### src/hdl/canopen_led_pkg.sv
package canopen_led_pkg;

    // ------------------------------------------------------------------
    // Register map
    // ------------------------------------------------------------------
    localparam int unsigned ADDR_W          = 4;
    localparam int unsigned DATA_W          = 32;
    localparam int unsigned BE_W            = DATA_W / 8;
    localparam logic [3:0]  CTRL_OFS        = 4'h0;
    localparam logic [3:0]  STATUS_OFS      = 4'h4;
    localparam logic [3:0]  PHASE_OFS       = 4'h8;
    localparam logic [3:0]  TIMEBASE_OFS    = 4'hC;

    // ------------------------------------------------------------------
    // Control fields
    // ------------------------------------------------------------------
    localparam int unsigned CTRL_STATE_LSB  = 0;
    localparam int unsigned NODE_W          = 2;
    localparam int unsigned CTRL_WARN_BIT   = 4;
    localparam int unsigned CTRL_ECEV_BIT   = 5;
    localparam int unsigned CTRL_BOFF_BIT   = 6;
    localparam int unsigned CTRL_DUAL_BIT   = 8;
    localparam logic [31:0] CTRL_RESET      = 32'h0000_0000;
    localparam logic [31:0] CTRL_WMASK      = 32'h0000_0173;

    // ------------------------------------------------------------------
    // Node state codes
    // ------------------------------------------------------------------
    localparam logic [1:0]  node_reset_state   = 2'h0;
    localparam logic [1:0]  node_running_state = 2'h1;
    localparam logic [1:0]  node_setup_state   = 2'h2;
    localparam logic [1:0]  node_halted_state  = 2'h3;

    // ------------------------------------------------------------------
    // Status and phase fields
    // ------------------------------------------------------------------
    localparam int unsigned PAT_W            = 3;
    localparam int unsigned STAT_GPAT_LSB    = 0;
    localparam int unsigned STAT_RPAT_LSB    = 4;
    localparam int unsigned STAT_GLIT_BIT    = 8;
    localparam int unsigned STAT_RLIT_BIT    = 9;
    localparam int unsigned STAT_DUAL_BIT    = 10;
    localparam int unsigned PHASE_G_LSB      = 0;
    localparam int unsigned PHASE_R_LSB      = 16;

    // ------------------------------------------------------------------
    // Timing
    // ------------------------------------------------------------------
    localparam int unsigned CLK_HZ          = 200_000_000;
    localparam int unsigned MS_PER_S        = 1000;
    localparam int unsigned MS_CYCLES_DEF   = CLK_HZ / MS_PER_S;
    localparam int unsigned MS_W            = 11;
    localparam int unsigned FLASH_ON_MS     = 200;
    localparam int unsigned BLINK_OFF_MS    = 200;
    localparam int unsigned GAP_OFF_MS      = 200;
    localparam int unsigned LONG_OFF_MS     = 1000;
    localparam int unsigned BLINK_PERIOD_MS  = FLASH_ON_MS + BLINK_OFF_MS;
    localparam int unsigned SINGLE_PERIOD_MS = FLASH_ON_MS + LONG_OFF_MS;
    localparam int unsigned SECOND_ON_MS     = FLASH_ON_MS + GAP_OFF_MS;
    localparam int unsigned SECOND_OFF_MS    = SECOND_ON_MS + FLASH_ON_MS;
    localparam int unsigned DOUBLE_PERIOD_MS = SECOND_OFF_MS + LONG_OFF_MS;

    // ------------------------------------------------------------------
    // Indicator patterns
    // ------------------------------------------------------------------
    typedef enum logic [PAT_W-1:0] {
        PAT_OFF,
        PAT_STEADY,
        PAT_BLINK,
        PAT_SINGLE,
        PAT_DOUBLE
    } pattern_t;

endpackage : canopen_led_pkg

### src/hdl/canopen_status_led_driver.sv
`timescale 1ns/10ps
// Summary of operation
// - Node running state lights green steadily.
// - Node setup state blinks green at 2.5 Hz.
// - Node halted state shows green single flash.
// - Error counter at or past warning level shows red single flash.
// - Error control event (guarding or heartbeat) shows red double flash.
// - Bus off lights red steadily.
// - Reset or missing configuration keeps the indicator dark.
// - Blink is 200 ms lit, 200 ms dark, repeating.
// - Single flash is 200 ms lit, 1000 ms dark, repeating.
// - Double flash is 200 lit, 200 dark, 200 lit, 1000 dark.
// - Two-indicator mode: red dark without error, green alone shows state.
// - Two-indicator mode: red error meaning stands regardless of dark green.
// - Two indicators for detached interface or older boards, else one bi-colour.
module canopen_status_led_driver #(
    parameter int unsigned MS_CYCLES = canopen_led_pkg::MS_CYCLES_DEF  // Clocks per millisecond
) (
    input  wire logic        mclk,         // System clock, 200 MHz
    input  wire logic        sys_rst,      // Asynchronous reset, active high
    input  wire logic [3:0]  address,      // Avalon byte address
    input  wire logic        read,         // Avalon read request
    input  wire logic        write,        // Avalon write request
    input  wire logic [31:0] writedata,    // Avalon write data
    input  wire logic [3:0]  byteenable,   // Avalon byte lanes
    output logic      [31:0] readdata,     // Avalon read data
    output logic             waitrequest,  // Avalon stall, low completes
    output logic             led_green,    // Green indicator, high lit
    output logic             led_red       // Red indicator, high lit
);

    // ------------------------------------------------------------------
    // Local types and constants
    // ------------------------------------------------------------------
    localparam int unsigned NCH   = 2;
    localparam int unsigned CH_G  = 0;
    localparam int unsigned CH_R  = 1;
    localparam int unsigned PRE_W = (MS_CYCLES > 1) ? $clog2(MS_CYCLES) : 1;
    localparam logic [PRE_W-1:0] PRE_LAST = PRE_W'(MS_CYCLES - 1);

    localparam logic [canopen_led_pkg::MS_W-1:0] ON_END_MS =
        canopen_led_pkg::MS_W'(canopen_led_pkg::FLASH_ON_MS);
    localparam logic [canopen_led_pkg::MS_W-1:0] SECOND_ON_MS =
        canopen_led_pkg::MS_W'(canopen_led_pkg::SECOND_ON_MS);
    localparam logic [canopen_led_pkg::MS_W-1:0] SECOND_OFF_MS =
        canopen_led_pkg::MS_W'(canopen_led_pkg::SECOND_OFF_MS);

    typedef logic [canopen_led_pkg::MS_W-1:0] ms_t;

    // ------------------------------------------------------------------
    // Functions
    // ------------------------------------------------------------------
    function automatic logic addr_is(input logic [3:0] addr, input logic [3:0] ofs);
        return addr == ofs;
    endfunction : addr_is

    function automatic logic [31:0] lane_merge(input logic [31:0] old_v,
                                               input logic [31:0] new_v,
                                               input logic [3:0]  be);
        logic [31:0] res;
        res = old_v;
        for (int b = 0; b < canopen_led_pkg::BE_W; b++) begin
            if (be[b]) begin
                res[b*8 +: 8] = new_v[b*8 +: 8];
            end
        end
        return res;
    endfunction : lane_merge

    // Last millisecond index of one pattern cycle
    function automatic ms_t pattern_last(input canopen_led_pkg::pattern_t p);
        ms_t last;
        last = '0;
        case (p)
            canopen_led_pkg::PAT_BLINK: begin
                last = canopen_led_pkg::MS_W'(canopen_led_pkg::BLINK_PERIOD_MS - 1);
            end
            canopen_led_pkg::PAT_SINGLE: begin
                last = canopen_led_pkg::MS_W'(canopen_led_pkg::SINGLE_PERIOD_MS - 1);
            end
            canopen_led_pkg::PAT_DOUBLE: begin
                last = canopen_led_pkg::MS_W'(canopen_led_pkg::DOUBLE_PERIOD_MS - 1);
            end
            default: begin
                last = '0;
            end
        endcase
        return last;
    endfunction : pattern_last

    // Lit or dark at a given millisecond of the pattern cycle
    function automatic logic pattern_lit(input canopen_led_pkg::pattern_t p, input ms_t ms);
        logic lit;
        lit = 1'b0;
        case (p)
            canopen_led_pkg::PAT_STEADY: begin
                lit = 1'b1;
            end
            canopen_led_pkg::PAT_BLINK, canopen_led_pkg::PAT_SINGLE: begin
                lit = ms < ON_END_MS;
            end
            canopen_led_pkg::PAT_DOUBLE: begin
                lit = (ms < ON_END_MS) || ((ms >= SECOND_ON_MS) && (ms < SECOND_OFF_MS));
            end
            default: begin
                lit = 1'b0;
            end
        endcase
        return lit;
    endfunction : pattern_lit

    // ------------------------------------------------------------------
    // Storage
    // ------------------------------------------------------------------
    logic [31:0]               ctrl_r;
    logic                      waitreq_r;
    logic [31:0]               rdata_r;
    canopen_led_pkg::pattern_t pat_r   [NCH];
    logic [PRE_W-1:0]          pre_r   [NCH];
    ms_t                       phase_r [NCH];
    logic [NCH-1:0]            led_r;

    logic                      req;
    logic                      accept;
    logic [1:0]                node_state;
    logic                      dual_mode;
    canopen_led_pkg::pattern_t green_nxt;
    canopen_led_pkg::pattern_t red_nxt;
    canopen_led_pkg::pattern_t sel_nxt [NCH];
    logic [31:0]               read_nxt;

    assign req         = read || write;
    assign accept      = req && !waitreq_r;
    assign node_state  = ctrl_r[canopen_led_pkg::CTRL_STATE_LSB +: canopen_led_pkg::NODE_W];
    assign dual_mode   = ctrl_r[canopen_led_pkg::CTRL_DUAL_BIT];

    assign readdata    = rdata_r;
    assign waitrequest = waitreq_r;
    assign led_green   = led_r[CH_G];
    assign led_red     = led_r[CH_R];

    // ------------------------------------------------------------------
    // Bus handshake
    // ------------------------------------------------------------------
    // Stall by default, release for one cycle after a request is seen
    always_ff @(posedge mclk or posedge sys_rst) begin
        if (sys_rst) begin
            waitreq_r <= 1'b1;
        end else if (req && waitreq_r) begin
            waitreq_r <= 1'b0;
        end else begin
            waitreq_r <= 1'b1;
        end
    end

    always_comb begin
        read_nxt = '0;
        if (addr_is(address, canopen_led_pkg::CTRL_OFS)) begin
            read_nxt = ctrl_r;
        end else if (addr_is(address, canopen_led_pkg::STATUS_OFS)) begin
            read_nxt[canopen_led_pkg::STAT_GPAT_LSB +: canopen_led_pkg::PAT_W] = pat_r[CH_G];
            read_nxt[canopen_led_pkg::STAT_RPAT_LSB +: canopen_led_pkg::PAT_W] = pat_r[CH_R];
            read_nxt[canopen_led_pkg::STAT_GLIT_BIT] = led_r[CH_G];
            read_nxt[canopen_led_pkg::STAT_RLIT_BIT] = led_r[CH_R];
            read_nxt[canopen_led_pkg::STAT_DUAL_BIT] = dual_mode;
        end else if (addr_is(address, canopen_led_pkg::PHASE_OFS)) begin
            read_nxt[canopen_led_pkg::PHASE_G_LSB +: canopen_led_pkg::MS_W] = phase_r[CH_G];
            read_nxt[canopen_led_pkg::PHASE_R_LSB +: canopen_led_pkg::MS_W] = phase_r[CH_R];
        end else if (addr_is(address, canopen_led_pkg::TIMEBASE_OFS)) begin
            read_nxt = 32'(MS_CYCLES);
        end
    end

    // Read data captured as the stall drops, held until the next read
    always_ff @(posedge mclk or posedge sys_rst) begin
        if (sys_rst) begin
            rdata_r <= 32'h0000_0000;
        end else if (read && waitreq_r) begin
            rdata_r <= read_nxt;
        end
    end

    // ------------------------------------------------------------------
    // Control register
    // ------------------------------------------------------------------
    always_ff @(posedge mclk or posedge sys_rst) begin
        if (sys_rst) begin
            ctrl_r <= canopen_led_pkg::CTRL_RESET;
        end else if (accept && write && addr_is(address, canopen_led_pkg::CTRL_OFS)) begin
            ctrl_r <= lane_merge(ctrl_r, writedata, byteenable) & canopen_led_pkg::CTRL_WMASK;
        end
    end

    // ------------------------------------------------------------------
    // Pattern selection
    // ------------------------------------------------------------------
    always_comb begin
        case (node_state)
            canopen_led_pkg::node_running_state: begin
                green_nxt = canopen_led_pkg::PAT_STEADY;
            end
            canopen_led_pkg::node_setup_state: begin
                green_nxt = canopen_led_pkg::PAT_BLINK;
            end
            canopen_led_pkg::node_halted_state: begin
                green_nxt = canopen_led_pkg::PAT_SINGLE;
            end
            default: begin
                green_nxt = canopen_led_pkg::PAT_OFF;
            end
        endcase
    end

    // Most severe error condition chosen first
    always_comb begin
        if (ctrl_r[canopen_led_pkg::CTRL_BOFF_BIT]) begin
            red_nxt = canopen_led_pkg::PAT_STEADY;
        end else if (ctrl_r[canopen_led_pkg::CTRL_ECEV_BIT]) begin
            red_nxt = canopen_led_pkg::PAT_DOUBLE;
        end else if (ctrl_r[canopen_led_pkg::CTRL_WARN_BIT]) begin
            red_nxt = canopen_led_pkg::PAT_SINGLE;
        end else begin
            red_nxt = canopen_led_pkg::PAT_OFF;
        end
    end

    // Bi-colour lamp shows one colour; red hides green there
    always_comb begin
        sel_nxt[CH_R] = red_nxt;
        if (!dual_mode && (red_nxt != canopen_led_pkg::PAT_OFF)) begin
            sel_nxt[CH_G] = canopen_led_pkg::PAT_OFF;
        end else begin
            sel_nxt[CH_G] = green_nxt;
        end
    end

    // ------------------------------------------------------------------
    // Selected pattern memory
    // ------------------------------------------------------------------
    always_ff @(posedge mclk or posedge sys_rst) begin
        if (sys_rst) begin
            for (int i = 0; i < NCH; i++) begin
                pat_r[i] <= canopen_led_pkg::PAT_OFF;
            end
        end else begin
            for (int i = 0; i < NCH; i++) begin
                pat_r[i] <= sel_nxt[i];
            end
        end
    end

    // ------------------------------------------------------------------
    // Millisecond prescalers
    // ------------------------------------------------------------------
    // One per channel so a restart begins on a full millisecond
    always_ff @(posedge mclk or posedge sys_rst) begin
        if (sys_rst) begin
            for (int i = 0; i < NCH; i++) begin
                pre_r[i] <= '0;
            end
        end else begin
            for (int i = 0; i < NCH; i++) begin
                if ((sel_nxt[i] != pat_r[i]) || (pre_r[i] == PRE_LAST)) begin
                    pre_r[i] <= '0;
                end else begin
                    pre_r[i] <= pre_r[i] + 1'b1;
                end
            end
        end
    end

    // ------------------------------------------------------------------
    // Pattern phase counters
    // ------------------------------------------------------------------
    always_ff @(posedge mclk or posedge sys_rst) begin
        if (sys_rst) begin
            for (int i = 0; i < NCH; i++) begin
                phase_r[i] <= '0;
            end
        end else begin
            for (int i = 0; i < NCH; i++) begin
                if (sel_nxt[i] != pat_r[i]) begin
                    phase_r[i] <= '0;
                end else if (pre_r[i] == PRE_LAST) begin
                    if (phase_r[i] >= pattern_last(pat_r[i])) begin
                        phase_r[i] <= '0;
                    end else begin
                        phase_r[i] <= phase_r[i] + 1'b1;
                    end
                end
            end
        end
    end

    // ------------------------------------------------------------------
    // Indicator outputs
    // ------------------------------------------------------------------
    always_ff @(posedge mclk or posedge sys_rst) begin
        if (sys_rst) begin
            led_r <= '0;
        end else begin
            for (int i = 0; i < NCH; i++) begin
                led_r[i] <= pattern_lit(pat_r[i], phase_r[i]);
            end
        end
    end

endmodule : canopen_status_led_driver

### config.mk
export PLATFORM = sky130hd
export DESIGN_NAME = canopen_status_led_driver
export DESIGN_NICKNAME = d
export VERILOG_FILES = /design/src/hdl/canopen_led_pkg.sv /design/src/hdl/canopen_status_led_driver.sv
export SDC_FILE = /design/constraint.sdc
export NUM_CORES = 1
export LEC_CHECK = 0
export BUFFER_PORTS_ARGS = -buffer_cell sky130_fd_sc_hd__buf_2
export CORE_MARGIN = 3
export CORE_UTILIZATION = 45
export CTS_CLUSTER_DIAMETER = 30
export DETAILED_ROUTE_END_ITERATION = 6
export HOLD_SLACK_MARGIN = 0.12
export PLACE_DENSITY = 0.68
export REMOVE_ABC_BUFFERS = 1
export SKIP_LAST_GASP = 1
export SYNTH_ARGS = -nofsm -noshare
export SYNTH_HDL_FRONTEND = slang
export SYNTH_SLANG_ARGS = --single-unit
### constraint.sdc
create_clock -name mclk -period 9.39 [get_ports mclk]
set_input_delay 1.878 -clock mclk [delete_from_list [all_inputs] [get_ports mclk]]
set_output_delay 1.878 -clock mclk [all_outputs]
set_load 0.01 [all_outputs]
# After elaboration in Yosys (flattened, before gate mapping)
# Cells that the tools add are included.
# totals
regBits,105
out_inout_bits,35
elab_cells,97
# op_classes
n_addsub,4
magnitude_cmp,8
eq_ne,18
muxes,33
n_reduce_logical,23
# ops
op,count
two-way mux 11 bit,12
one-hot mux 11 bit (3 select lines),2
two-way mux 18 bit,3
adder 18 x 1 -> 18 bit (second input constant),2
== test 18 bit (second input constant),2
two-way mux 32 bit,1
adder 11 x 1 -> 11 bit (second input constant),2
>= comparator 11 bit,2
>= comparator 11 x 9 -> 1 bit (second input constant),2
less-than comparator 11 x 10 -> 1 bit (second input constant),2
less-than comparator 11 x 8 -> 1 bit (second input constant),2
two-way mux 21 bit,1
two-way mux 3 bit,6
== test 3 x 2 -> 1 bit (second input constant),4
== test 4 bit (second input constant),2
logical AND 1 bit,8
== test 3 x 1 -> 1 bit (second input constant),2
== test 3 bit (second input constant),2
inequality test 3 bit,2
one-hot mux 1 bit (3 select lines),2
one-hot mux 2 bit (3 select lines),1
logical OR 1 bit,5
two-way mux 5 bit,1
== test 2 bit (second input constant),2
10 further kinds,16

# Logic depth before layout (Yosys ltp)
# depth
ltp_word,12
mapped_depth,9
ltp_nobuf,9

# Worst setup path after synthesis
# No wires, ideal clock.
# synth_path
path_kind,input to register
startpoint,input address[1]
endpoint,"register rdata_r[18], in the netlist readdata[18]"
arrival_ns,2.879
required_ns,9.324
setup_slack_ns,6.444
path_stages,5
path_cell_list,nor2_1 -> nand2_1 -> nor3_1 -> clkbuf_1 -> a22o_1
# synth_between
elab_chain_len,4
# synth_lines
element,line,text
from (decl),canopen_status_led_driver.sv:21,"input wire logic [3:0] address,"
== test 4 bit,canopen_status_led_driver.sv:54,return addr == ofs;
two-way mux 11 bit,canopen_status_led_driver.sv:166,"end else if (addr_is(address, canopen_led_pkg::PHASE_OFS)) begin"
two-way mux 21 bit,canopen_status_led_driver.sv:160,"end else if (addr_is(address, canopen_led_pkg::STATUS_OFS)) begin"
two-way mux 32 bit (*),canopen_status_led_driver.sv:158,"if (addr_is(address, canopen_led_pkg::CTRL_OFS)) begin"
to (signal assigned),canopen_status_led_driver.sv:179,rdata_r <= read_nxt;
to (decl),canopen_status_led_driver.sv:117,logic [31:0] rdata_r;
# Mark *: on every way between the ends. The rest lies on a longest branch, timed or not.
# A chain may end at the register's enable or synchronous reset.

# Worst setup path after layout
# layout_path
startpoint,input address[1]
endpoint,"register rdata_r[7], in the netlist readdata[7]"
# layout_between
elab_chain_len,4
# layout_lines
element,line
== test 4 bit,canopen_status_led_driver.sv:54
two-way mux 11 bit,canopen_status_led_driver.sv:166
two-way mux 1 bit,canopen_status_led_driver.sv:160
two-way mux 32 bit (*),canopen_status_led_driver.sv:158
# Marks and branches as above.

==> run metrics <==
status=finished clean; Post-Syn Area=0.005167 mm2; NetSw=319.0 uW; drt pass-1 iters=4; Hold-fix buffers, CTS=0; Most Crowded Layer GR=met2; clock root buffer=clkbuf_16; Port Buf Inserts=41; Routed WL=11090 um; R2R Setup Slk=6.65 ns; I/O pins=79; critical path arrival=3.71 ns; Seq pwr share=45.3%; Logic pwr share=16.7%; ant diodes=0; via density per instance=5.649; Synth Warn #=0; Initial Util=46.85%; multi-input logic area=0.002595 mm2; Unique masters post-synth=55; Req. time, crit path=9.67 ns; GR Layer Usage met1=25.81%; Worst Path Buf+Inv=1; Setup Skew=0.006339 ns; critical path fanouts, max=12; total gr overflow=0; Reg clk slew, reported paths=0.07 ns; Slowest cell on crit path=nor3_1; Setup Fix Bufs, Post-CTS=0; Layout area overhead=11.82%; post-synthesis sequential area ratio=46.03%; RSZ-0062 raised after global routing=false; Placement Rows=38; Avg Cell Area, Syn=9.713 um2; ys flop type=dfrtp_1; CP top delay family=simple AND/OR/NAND/NOR gates; DRC viols=0; fin nets=632; # setup viols final=0; Vert. Die Dim=113.2 um; r2r worst-path depth=8; die area=0.01281 mm2; die boundary width=113.2 um; Critical Path, Cell by Cell=buf_2 > nor2_1 > nand2_1 > nor3_1 > a22o_1; Initial DRC Count=243; Synth Register Bits=95; CTS Buffer Depth=2; number of flops mapped to enable cells by yosys=0; final hold vios=0; GP Congestion=0.8605; clock sinks=95; HPWL after DPL=7990 um; P_leak=2.578 nW; Cells after Synth=532; first-pass GRT wire length=19020 um; CTS Buf Count=9; sequential cell area=0.002379 mm2; TritonCTS clock tree=done; HP Class=reg -> reg; Max stage delay on crit path=0.96 ns; WL per Instance=15.55 um; fmax=0.2916 GHz; vias in the first global route=3905; clk_lat worst skew=0.35 ns; Core Region=0.01103 mm2; crit path time final=3.430 ns; largest net degree at the start of global routing=55; critical path class=in -> reg; peak supply drop=116.9 uV; fin util=52.38%; gr usage total=18.30%; Pwr Density=178.4 mW/mm2; Worst path depth=5; max cap viols=0; Switching Fraction=30.95%; crit path capture type=flop; clock network power share=38.0%; ANT nets after route=0; Worst-Margin Slew=1.217 ns; post_cts resized=0; Fill cells=1010; Slew Viols, Final=0; Worst Setup Start Kind=primary input; GRT met2 Usage=27.88%; GR Layer Usage met3=3.422%; hold path depth=1; Async SR Flop Fraction=100.0%; share of cells above drive strength 1=13.96%; H-tree Lvls=3; crit share post-route=36.52%; initial antenna violation count=0; worst relative slew slack=18.25%; vias=4028; Setup TNS=0 ns; Pint=711.6 uW
[per-layer routing]
layer | routed length, um | up-vias | share of wire [%]
li1 | - | 1968 | -
met1 | 5301 | 1948 | 48
met2 | 5028 | 101 | 45
met3 | 587 | 11 | 5.3
met4 | 170 | 0 | 1.5
met5 | 0 | - | 0
[cells in the mapped netlist, types with 10 or more instances]
library cell	n	area, um2
a21oi_1	11	55.05
a22o_1	18	157.7
buf_4	10	75.07
dfrtp_1	94	2352
ha_1	20	250.2
inv_1	22	82.58
nand2_1	46	172.7
nand3_1	23	115.1
nand4_1	13	81.33
nor2_1	62	232.7
nor3_1	20	100.1
nor4_1	10	62.56
o21ai_0	22	110.1
xnor2_1	24	210.2
xor2_1	19	166.4
[stage by stage]
step	setup slack [ns]	power, mW	area (um2)	hold WS [ns]	instances
4_1_cts	6.002	1.044	5778	0.4923	713
6_report	5.960	1.031	5778	0.4884	713
2_1_floorplan	5.037	0.5886	5056	0.4479	514
3_5_place_dp	5.628	0.6470	5453	0.4783	697
3_3_place_gp	5.652	0.6396	5453	0.4562	697
5_1_grt	5.704	1.084	5778	0.5033	713
[placed cells by master (no fill, tap or decap), drive strengths merged, types with 19 or more instances in the layout]
cell,n
dfrtp,94
nor2,62
nand2,46
buf,43
xnor2,24
nand3,24
inv,24
o21ai,23
nor3,20
ha,20
xor2,19
[area by class of cell]
type                    instances  area share (%)
clock buffers                  10           4.136
clock inverters                 6           1.494
inverters                      22           1.451
multi-input cells             397           44.91
flip-flops and latches         95           41.16
well taps                     140           3.032
repair buffers                 43           3.811
[final timing paths]
| kind | startpoint | endpoint |
|---|---|---|
| worst max-delay path | address[1] | readdata[7]$_DFFE_PP0P_ |
| worst max register to register | pat_r[2]$_DFF_PP0_ | phase_r[1]$_DFFE_PP0N_ |
| worst min register to register | pre_r[18]$_DFF_PP0_ | pre_r[18]$_DFF_PP0_ |
| min in group asynchronous | sys_rst | pre_r[14]$_DFF_PP0_ |
| worst min-delay path | pre_r[18]$_DFF_PP0_ | pre_r[18]$_DFF_PP0_ |
| max in group asynchronous | sys_rst | pre_r[31]$_DFF_PP0_ |
[state kept, by name, indices dropped and copies added (netlist names)]
signal and flops:
ctrl_r 6, pre_r 36, readdata 23, phase_r 22, pat_r 5, led_r 2
waitrequest 1
[logic make-up after synthesis]
logic type | Yosys count | synth area share [%]
XOR/XNOR | 43 | 7.288
adder cells (fa/ha/maj) | 20 | 4.843
flip-flops | 95 | 46.03
other | 1 | 0.07257
buffers and inverters | 48 | 4.334
AO/OA/AOI/OAI | 89 | 12.57
AND/OR/NAND/NOR | 224 | 22.35
multiplexers | 12 | 2.518
[power groups by stage]
stage          clock, mW  sequential, mW  combinational, mW
4_1_cts            0.403           0.466              0.174
2_1_floorplan          0           0.468              0.120
3_3_place_gp           0           0.472              0.168
6_report           0.392           0.467              0.172
5_1_grt            0.421           0.470              0.193
3_5_place_dp           0           0.474              0.173
No activity file was read; power rests on OpenSTA's default activity.
